===== src/shared/supply_monitor_pkg.sv =====
// constants and types for the supply monitor flag logic
package supply_monitor_pkg;
  localparam int ADDR_W = 4;
  localparam logic [ADDR_W-1:0] OFS_CONTROL = 4'h0;
  localparam logic [ADDR_W-1:0] OFS_IRQ_STATUS = 4'h4;
  localparam logic [ADDR_W-1:0] OFS_IRQ_MASK = 4'h8;
  localparam logic [31:0] CONTROL_BASE = 32'hFFFF0440;
  localparam int BIT_FLAG = 0;
  localparam int BIT_ON = 1;
  localparam int BIT_TRIP = 2;
  localparam int BIT_STATUS = 3;
  localparam logic [15:0] CONTROL_RESET = 16'h0008;
  localparam logic [2:0] IRQ_RESET = 3'h0;
  localparam int TRIP_MV_0 = 2790;
  localparam logic [31:0] UNMAPPED_READ = 32'h0000_0000;
  typedef enum logic [1:0] {
    BUS_IDLE = 2'b00,
    BUS_ACK = 2'b01
  } bus_state_t;
endpackage


===== src/shared/supply_sync_if.sv =====
// interface carrying the raw and synchronised comparator level
`timescale 1ns/100ps
`default_nettype none
interface supply_sync_if;
  logic raw_level;
  logic sync_level;
  modport sync (input raw_level, output sync_level);
  modport user (output raw_level, input sync_level);
endinterface
`default_nettype wire


===== src/level_sync.sv =====
// two-flop synchroniser for the comparator level
`timescale 1ns/100ps
`default_nettype none
module level_sync
(
  input wire logic clk_sys,
  input wire logic rst,
  supply_sync_if.sync port_s
);
  logic stage1;
  logic stage2;
  // reset to 1: matches status reset value, no false flag at start
  always_ff @(posedge clk_sys or posedge rst)
  begin
    if (rst)
    begin
      stage1 <= 1'b1;
      stage2 <= 1'b1;
    end
    else
    begin
      stage1 <= port_s.raw_level;
      stage2 <= stage1;
    end
  end
  assign port_s.sync_level = stage2;
endmodule // level_sync
`default_nettype wire


===== src/supply_monitor_flag_logic.sv =====
// supply monitor control/status register with avalon slave and interrupt
//
// The implementer's own choice: register access over Avalon-MM.
`timescale 1ns/100ps
`default_nettype none
module supply_monitor_flag_logic
(
  input wire logic clk_sys,
  input wire logic rst,
  input wire logic [supply_monitor_pkg::ADDR_W-1:0] avs_address,
  input wire logic avs_read,
  input wire logic avs_write,
  input wire logic [31:0] avs_writedata,
  input wire logic [3:0] avs_byteenable,
  output logic [31:0] avs_readdata,
  output logic avs_waitrequest,
  input wire logic comparator_above,
  output logic supply_monitor_on,
  output logic trip_select,
  output logic low_supply_irq
);
  import supply_monitor_pkg::*;

  // ********************************
  // comparator synchronisation
  // ********************************
  supply_sync_if sync_bus ();
  logic supply_above_trip;
  logic above_prev;
  logic fall_event;
  logic rise_event;

  // powered-down monitor reads as above trip
  assign sync_bus.raw_level = comparator_above | ~supply_monitor_on;

  level_sync u_sync
  (
    .clk_sys(clk_sys),
    .rst(rst),
    .port_s(sync_bus.sync)
  );

  always_ff @(posedge clk_sys or posedge rst)
  begin
    if (rst)
    begin
      supply_above_trip <= CONTROL_RESET[BIT_STATUS];
      above_prev <= CONTROL_RESET[BIT_STATUS];
    end
    else
    begin
      supply_above_trip <= sync_bus.sync_level;
      above_prev <= supply_above_trip;
    end
  end

  assign fall_event = above_prev & ~supply_above_trip;
  assign rise_event = ~above_prev & supply_above_trip;

  // ********************************
  // avalon slave
  // ********************************
  bus_state_t bus_state;
  logic access_go;
  logic wr_go;
  logic rd_go;
  logic lane0;

  // one wait cycle, answer on second edge
  assign access_go = (bus_state == BUS_ACK);
  assign wr_go = access_go & avs_write;
  assign rd_go = access_go & avs_read;
  assign lane0 = avs_byteenable[0];

  always_ff @(posedge clk_sys or posedge rst)
  begin
    if (rst)
    begin
      bus_state <= BUS_IDLE;
      avs_waitrequest <= 1'b1;
    end
    else
    begin
      case (bus_state)
        BUS_IDLE:
        begin
          if (avs_read | avs_write)
          begin
            bus_state <= BUS_ACK;
            avs_waitrequest <= 1'b0;
          end
        end
        BUS_ACK:
        begin
          bus_state <= BUS_IDLE;
          avs_waitrequest <= 1'b1;
        end
        default:
        begin
          bus_state <= BUS_IDLE;
          avs_waitrequest <= 1'b1;
        end
      endcase
    end
  end

  // ********************************
  // control register
  // ********************************
  logic low_supply_flag;
  logic flag_clear_req;

  always_ff @(posedge clk_sys or posedge rst)
  begin
    if (rst)
    begin
      supply_monitor_on <= CONTROL_RESET[BIT_ON];
      trip_select <= CONTROL_RESET[BIT_TRIP];
    end
    else if (wr_go && lane0 && avs_address == OFS_CONTROL)
    begin
      supply_monitor_on <= avs_writedata[BIT_ON];
      trip_select <= avs_writedata[BIT_TRIP];
    end
  end

  assign flag_clear_req = wr_go & lane0 & (avs_address == OFS_CONTROL)
    & avs_writedata[BIT_FLAG];

  // clear only with status high; a new fall beats the clear
  always_ff @(posedge clk_sys or posedge rst)
  begin
    if (rst)
      low_supply_flag <= CONTROL_RESET[BIT_FLAG];
    else if (fall_event)
      low_supply_flag <= 1'b1;
    else if (flag_clear_req && supply_above_trip)
      low_supply_flag <= 1'b0;
  end

  // ********************************
  // interrupt status and mask
  // ********************************
  logic [2:0] irq_status;
  logic [2:0] irq_source_mask;
  logic [2:0] irq_events;
  logic status_read;

  // bit0 low supply flag level, bit1 fall event, bit2 recovery event
  assign irq_events = {rise_event, fall_event, low_supply_flag};
  assign status_read = rd_go & (avs_address == OFS_IRQ_STATUS);

  always_ff @(posedge clk_sys or posedge rst)
  begin
    if (rst)
      irq_status <= IRQ_RESET;
    else if (status_read)
      irq_status <= irq_events; // set wins over read-clear
    else
      irq_status <= irq_status | irq_events;
  end

  always_ff @(posedge clk_sys or posedge rst)
  begin
    if (rst)
      irq_source_mask <= IRQ_RESET;
    else if (wr_go && lane0 && avs_address == OFS_IRQ_MASK)
      irq_source_mask <= avs_writedata[2:0];
  end

  always_ff @(posedge clk_sys or posedge rst)
  begin
    if (rst)
      low_supply_irq <= 1'b0;
    else
      low_supply_irq <= |(irq_status & irq_source_mask);
  end

  // ********************************
  // read data
  // ********************************
  function automatic logic [31:0] read_mux(input logic [ADDR_W-1:0] a);
    case (a)
      OFS_CONTROL: read_mux = {28'h0000000, supply_above_trip, trip_select,
                               supply_monitor_on, low_supply_flag};
      OFS_IRQ_STATUS: read_mux = {29'h00000000, irq_status};
      OFS_IRQ_MASK: read_mux = {29'h00000000, irq_source_mask};
      default: read_mux = UNMAPPED_READ;
    endcase
  endfunction

  always_ff @(posedge clk_sys or posedge rst)
  begin
    if (rst)
      avs_readdata <= 32'h0000_0000;
    else if (bus_state == BUS_IDLE && avs_read)
      avs_readdata <= read_mux(avs_address);
  end

endmodule // supply_monitor_flag_logic
`default_nettype wire


===== config.mk =====
export PLATFORM = sky130hd
export DESIGN_NAME = supply_monitor_flag_logic
export DESIGN_NICKNAME = d
export VERILOG_FILES = /design/src/shared/supply_monitor_pkg.sv /design/src/shared/supply_sync_if.sv /design/src/level_sync.sv /design/src/supply_monitor_flag_logic.sv
export SDC_FILE = /design/constraint.sdc
export NUM_CORES = 1
export LEC_CHECK = 0
export BUFFER_PORTS_ARGS = -buffer_cell sky130_fd_sc_hd__clkbuf_2
export CORE_MARGIN = 2
export CORE_UTILIZATION = 42
export CTS_CLUSTER_SIZE = 24
export DETAILED_ROUTE_END_ITERATION = 8
export GPL_TIMING_DRIVEN = 0
export PLACE_DENSITY = 0.83
export REMOVE_ABC_BUFFERS = 1
export SLEW_MARGIN = 0
export SYNTH_ARGS = -nofsm -noshare
export SYNTH_HDL_FRONTEND = slang
export SYNTH_SLANG_ARGS = --single-unit

===== constraint.sdc =====
create_clock -name clk_sys -period 1.7 [get_ports clk_sys]
set_input_delay 0.34 -clock clk_sys [delete_from_list [all_inputs] [get_ports clk_sys]]
set_output_delay 0.34 -clock clk_sys [all_outputs]
set_load 0.05 [all_outputs]

==> metrics.txt, run 1 <==
Synth Register Bits=20; Initial DRC Count=7; EDFF count, synth=0; CP endpoint kind=output port; worst path arrival time=1.12 ns; multiplexer area fraction after synthesis=0.0797; post-synthesis area per instance=11.5 sq um; count of pins over their slew limit=0; slew margin rel.=0.524; Biggest register=avs_readdata; # rows=18; xor/xnor share of the synthesized area=0; Reg clk slew, reported paths=0.11 ns; Worst-Margin Slew=about 0.7 ns; share of cells above drive strength 1=0.362; Buf+Inv Stages, Crit Path=1; CTS tree=yes; final hold violation count=0; Final Cycle Share=0.858; GRT Total Usage=0.127; Top Ports=81; vias in the first global route=between 500 and 600; port bufs=20; worst IR drop on VDD=roughly 0.00074 V; Post-Syn Area=1080 sq um; Sequential Area=roughly 510 sq um; delay-heaviest family, CP=flip-flops; P_leak=0.591 nW; Synth Flop Type=dfrtp_1; filler instances=238; MaxCap Viol Count=0; NumNets Final=about 160; Crit Path Max Fanout=2; Multi-input gate area=452 sq um; CP Data Required Time=1.36 ns; Final Util=0.472; Final Skew=between 0.001 and 0.0015 ns; WS Path Type=register to output port; Setup TNS=0 ns; Synth Area in Adders=0; type of origin of the critical path=register; worst skew pair latency=0.30 ns; pwr dens=1150 nW/um^2; Worst path slowest cell=dfstp_2; CTS resizes=0; Chip Height=between 50 and 60 um; Synth async-reset ratio=1.00; RSZ-0062 raised after global routing=false; gpl congestion=0.795; Detailed Routing Iterations Pass 1=4; first-pass GRT wire length=2510 um; via/cell ratio=4.51; WL/cell=11.4 um; Core ar.=about 2500 sq um; max reg flops=4; worst-path cell chain=clkbuf_2; Starting Density=0.441; initial antenna violation count=0; Hold Crit Class=input port to async pin; CP max stage delay=0.55 ns; Achievable Freq=686 MHz; Post-CTS Setup Repair Bufs=0; Compound-Gate Fraction of Synth Area=0.0947; remaining routing DRC violations=0; die width=about 55 um; H-tree depth=1; Final setup violation count=0; Die Area=3000 sq um; biggest regs=avs_readdata x4, irq_source_mask x3, irq_status x3; antenna cells=0; Hold-fix buffers, CTS=0; WL final=about 1700 um; largest family of logic cells by synthesized area=buffers and inverters; pin count of the biggest net entering global routing=21; via count=658; outcome=completed; Sink Count=20; Cells after Synth=94; Longest Clk Path Bufs=2; register area share after synthesis=0.468; CTS root buf=clkbuf_4; post-synth cell types=30; Layout area overhead=7.04%; CTS Buf Count=3; ANT nets after route=0; post-synthesis simple-gate area fraction=0.145; total grt overflow=0; fin crit period=1.46 ns; Yosys Warn Count=0
logic make-up after synthesis:
group / after synthesis
buffers and inverters: 32
DFF: 20
AOI/OAI and AO/OA: 14
muxes: 7
other: 1
and+or+nand+nor: 20
area by class of cell:
cell class / count / share of cell area
repair buffers: 20 / 0.0863
clock buffers: 3 / 0.0194
clock inverters: 1 / 0.0259
flip-flops and latches: 20 / 0.437
well taps: 30 / 0.0324
inverters: 3 / 0.00971
multi-input cells: 69 / 0.389
report_power, final:
group | total (W) | internal, W | switching, W | leakage (nW)
registers | 0.000590 | 0.000543 | 0.0000464 | 0.238
clock network | 0.000384 | 0.000239 | 0.000145 | 0.0279
logic | 0.000361 | 0.0000839 | 0.000277 | 0.324
routing by layer:
layer	GRT usage	wire length, um
met2	0.200	841
met3	0.0574	153
met4	0.0625	27
met1	0.143	647
met5	0	0
stage by stage:
| stage | setup WS [ns] | total power, W | area, sq um | hold WS (ns) | instances |
|---|---|---|---|---|---|
| floorplan | 0.467 | 0.000884 | 970 | 0.300 | 92 |
| global placement | 0.223 | 0.000950 | 1110 | 0.346 | 142 |
| detailed placement | 0.200 | 0.000962 | 1110 | 0.352 | 142 |
| CTS | 0.220 | 0.00135 | 1160 | 0.132 | 146 |
| global route | 0.179 | 0.00140 | 1160 | 0.158 | 146 |
| finish | 0.241 | 0.00133 | 1160 | 0.117 | 146 |
synthesized netlist by cell type (2+ instances only):
library cell  instances  share of area
nor2_1                3          0.010
dfstp_2               5           0.12
inv_1                 3          0.010
nand2_1               5          0.017
dfrtp_1              15           0.35
nor2b_1               2          0.012
buf_4                28           0.19
mux2_4                2          0.028
o21ai_1               3          0.014
a21o_1                3          0.021
a22oi_1               2          0.014
mux2_2                5          0.052
cells in the final DEF (no fill, tap or decap):
master,netlist,routed
mux2_4,2,2
clkbuf_2,0,20
inv_1,3,3
nand2b_4,1,1
nor3_2,1,1
o21ai_0,1,1
a22o_1,1,1
a21o_1,3,3
and2_4,1,1
nor2b_1,2,2
dfrtp_1,15,15
conb_1,1,28
and3_4,1,1
a22oi_1,2,2
and3_1,1,1
mux2_2,5,5
o21ai_1,3,3
clkbuf_4,0,3
a2111o_1,1,1
nand3_1,1,1
nor4b_4,1,1
nand2b_1,1,1
nor4_4,1,1
bufinv_16,0,1
a222oi_1,1,1
nand2_1,5,5
dfstp_2,5,5
a221oi_1,1,1
and3b_1,1,1
a31oi_1,1,1
nor2_1,3,3
worst paths after layout:
kind                                     startpoint  cells past startpoint                 end  slack, ns
setup / recovery                    avs_waitrequest                      1     avs_waitrequest       0.24
hold / removal                                  rst                      2       irq_status[0]       0.12
setup reg to reg                       bus_state[0]                      3  irq_source_mask[0]       0.43
hold reg to reg            u_sync.port_s.sync_level                      0   supply_above_trip       0.37
max in group asynchronous                       rst                      2         trip_select       1.14
min in group clk_sys               comparator_above                      2       u_sync.stage1       0.22
Note: power is estimated with default switching activity, not from simulation.
==> run 2: changes to the inputs <==
- BUFFER_PORTS_ARGS: -buffer_cell sky130_fd_sc_hd__clkbuf_2 -> default
- CORE_UTILIZATION: 42 -> 50
- DONT_BUFFER_PORTS: default -> 1
- PLACE_DENSITY: 0.83 -> default
==> run 2 against run 1 <==
Compared with the run above: clock skew about the same; clock-buffer cell count is 1 higher; clock power is 27% lower; non-clock buffer count is 20 lower; die area shrank 15%; register-to-register slack worse by 0.07 ns; final cell count fell by 16%; utilization increased by 4.7 points; setup slack better by 0.10 ns; maximum frequency grew 7.6%; largest cell class unchanged.
==> metrics.txt, run 2 (synthesis gave the netlist of run 1 again) <==
WL final=1660 um (-0.78%); type of origin of the critical path=register; Reg clk slew, reported paths=0.11 ns (about the same); Biggest register=avs_readdata; Stages on worst setup path=0 (-1); Detailed Routing Iterations Pass 1=5 (+1); die width=50.6 um (-7.7%); WHS=0.0318 ns (-0.0848 ns); max reg flops=4 (unchanged); Setup TNS=0 ns (unchanged); first-pass GRT wire length=2620 um (+4.1%); CTS Buf Count=3 (unchanged); Longest Clk Path Bufs=2 (unchanged); share of cells above drive strength 1=0.229 (-0.133); Starting Density=0.541 (+0.0999); Hold Crit Class=input port to async pin; slew margin rel.=0.513 (-0.0111); ANT nets after route=0 (unchanged); via/cell ratio=4.82 (+7.0%); # rows=16 (-2); wl on met1=670 um (+3.6%); Sink Count=20 (unchanged); CP Data Required Time=1.36 ns (about the same); NumNets Final=142 (-12%); H-tree depth=1 (unchanged); Core ar.=2000 sq um (-18%); pwr dens=1140 nW/um^2 (-1.1%); CTS root buf=clkbuf_4; Post-CTS Setup Repair Bufs=0 (unchanged); worst path arrival time=1.02 ns (-0.10 ns); WL/cell=13.5 um (+18%); Die Area=2560 sq um (-15%); worst setup path end=avs_waitrequest; total grt overflow=0 (unchanged); Pwr Total=0.00118 W (-11%); remaining routing DRC violations=0 (unchanged); CTS resizes=0 (unchanged); antenna cells=0 (unchanged); FF-to-FF End=avs_readdata[1]; highest routed layer=met4; worst setup path startpoint=avs_waitrequest; WS Path Type=register to output port; count of pins over their slew limit=0 (unchanged); Achievable Freq=738 MHz (+7.6%); GRT Total Usage=0.143 (+0.0163); gpl congestion=0.777 (-2.3%); worst r2r src=supply_monitor_on; Layout area overhead=-4.04%; setup slack, reg-to-reg=0.36 ns (-0.07 ns); Worst-Margin Slew=0.730 ns (+0.0167 ns); Final Skew=0.00159 ns (+0.000283 ns); met2 routed WL=784 um (-6.8%); Final setup violation count=0 (unchanged); MaxCap Viol Count=0 (unchanged); initial antenna violation count=0 (unchanged); Hold-fix buffers, CTS=0 (unchanged); final hold violation count=0 (unchanged); worst skew pair latency=0.30 ns (about the same); Final Cycle Share=0.797 (-0.0608); outcome=completed; vias in the first global route=539 (-3.6%); worst IR drop on VDD=0.000609 V (-17%); Chip Height=50.6 um (-7.7%); Initial DRC Count=10 (+3); P_leak=0.498 nW (-16%); Top Ports=81 (unchanged); Crit Path Max Fanout=2 (unchanged); pin count of the biggest net entering global routing=21 (unchanged); CP endpoint kind=output port; DR WL met3=187 um (+22%); post-DP HPWL=1300 um; port bufs=0 (-100%); biggest regs=avs_readdata x4, irq_source_mask x3, irq_status x3; via count=593 (-9.9%); RSZ-0062 raised after global routing=false; fin crit period=1.36 ns (-0.103 ns); cells on worst reg2reg path=3 (unchanged); leading cell type in the layout, fill and taps excluded=conb_1; most frequent cells in the layout=conb_1, dfrtp_1, mux2_2, nand2_1, dfstp_2; CTS tree=yes
==> run 2: worst min-delay path by stage <==
stage / startpoint / end / slack [ns]
after CTS: rst / irq_status[0] / 0.06
final: rst / irq_status[0] / 0.03
after detailed placement: u_sync.stage1 / u_sync.port_s.sync_level / 0.35
after global routing: rst / irq_status[0] / 0.1
after global placement: u_sync.port_s.sync_level / supply_above_trip / 0.35
after floorplan: rst / avs_readdata[0] / 0.30
==> run 2: cell type report <==
cell class | instances | area, sq um
Tap cell | 27 | 33.8
Fill cell | 189 | 962
Inverter | 3 | 11.3
Clock buffer | 4 | 36.3
Multi-Input combinational cell | 69 | 452
Sequential cell | 20 | 507
==> run 2: routing by layer <==
layer,GRT usage,up-vias
met5,0,-
met4,0.0676,0
met3,0.0536,2
met2,0.219,45
met1,0.177,278
li1,-,268
==> run 2: power breakdown <==
group | leakage (nW) | switching [W] | internal (W) | total, W
registers | 0.238 | 0.000126 | 0.000543 | 0.000669
clock network | 0.0210 | 0.000149 | 0.000131 | 0.000280
logic | 0.239 | 0.000173 | 0.0000610 | 0.000234
==> run 2: per-stage QoR <==
step | instance area, sq um | instances | setup WS, ns | utilization
CTS | 1040 | 123 | 0.335 | 0.519
floorplan | 970 | 92 | 0.467 | -
global placement | 1000 | 119 | 0.381 | 0.501
detailed placement | 1000 | 119 | 0.375 | 0.501
finish | 1040 | 123 | 0.345 | 0.519
global route | 1040 | 123 | 0.304 | 0.519
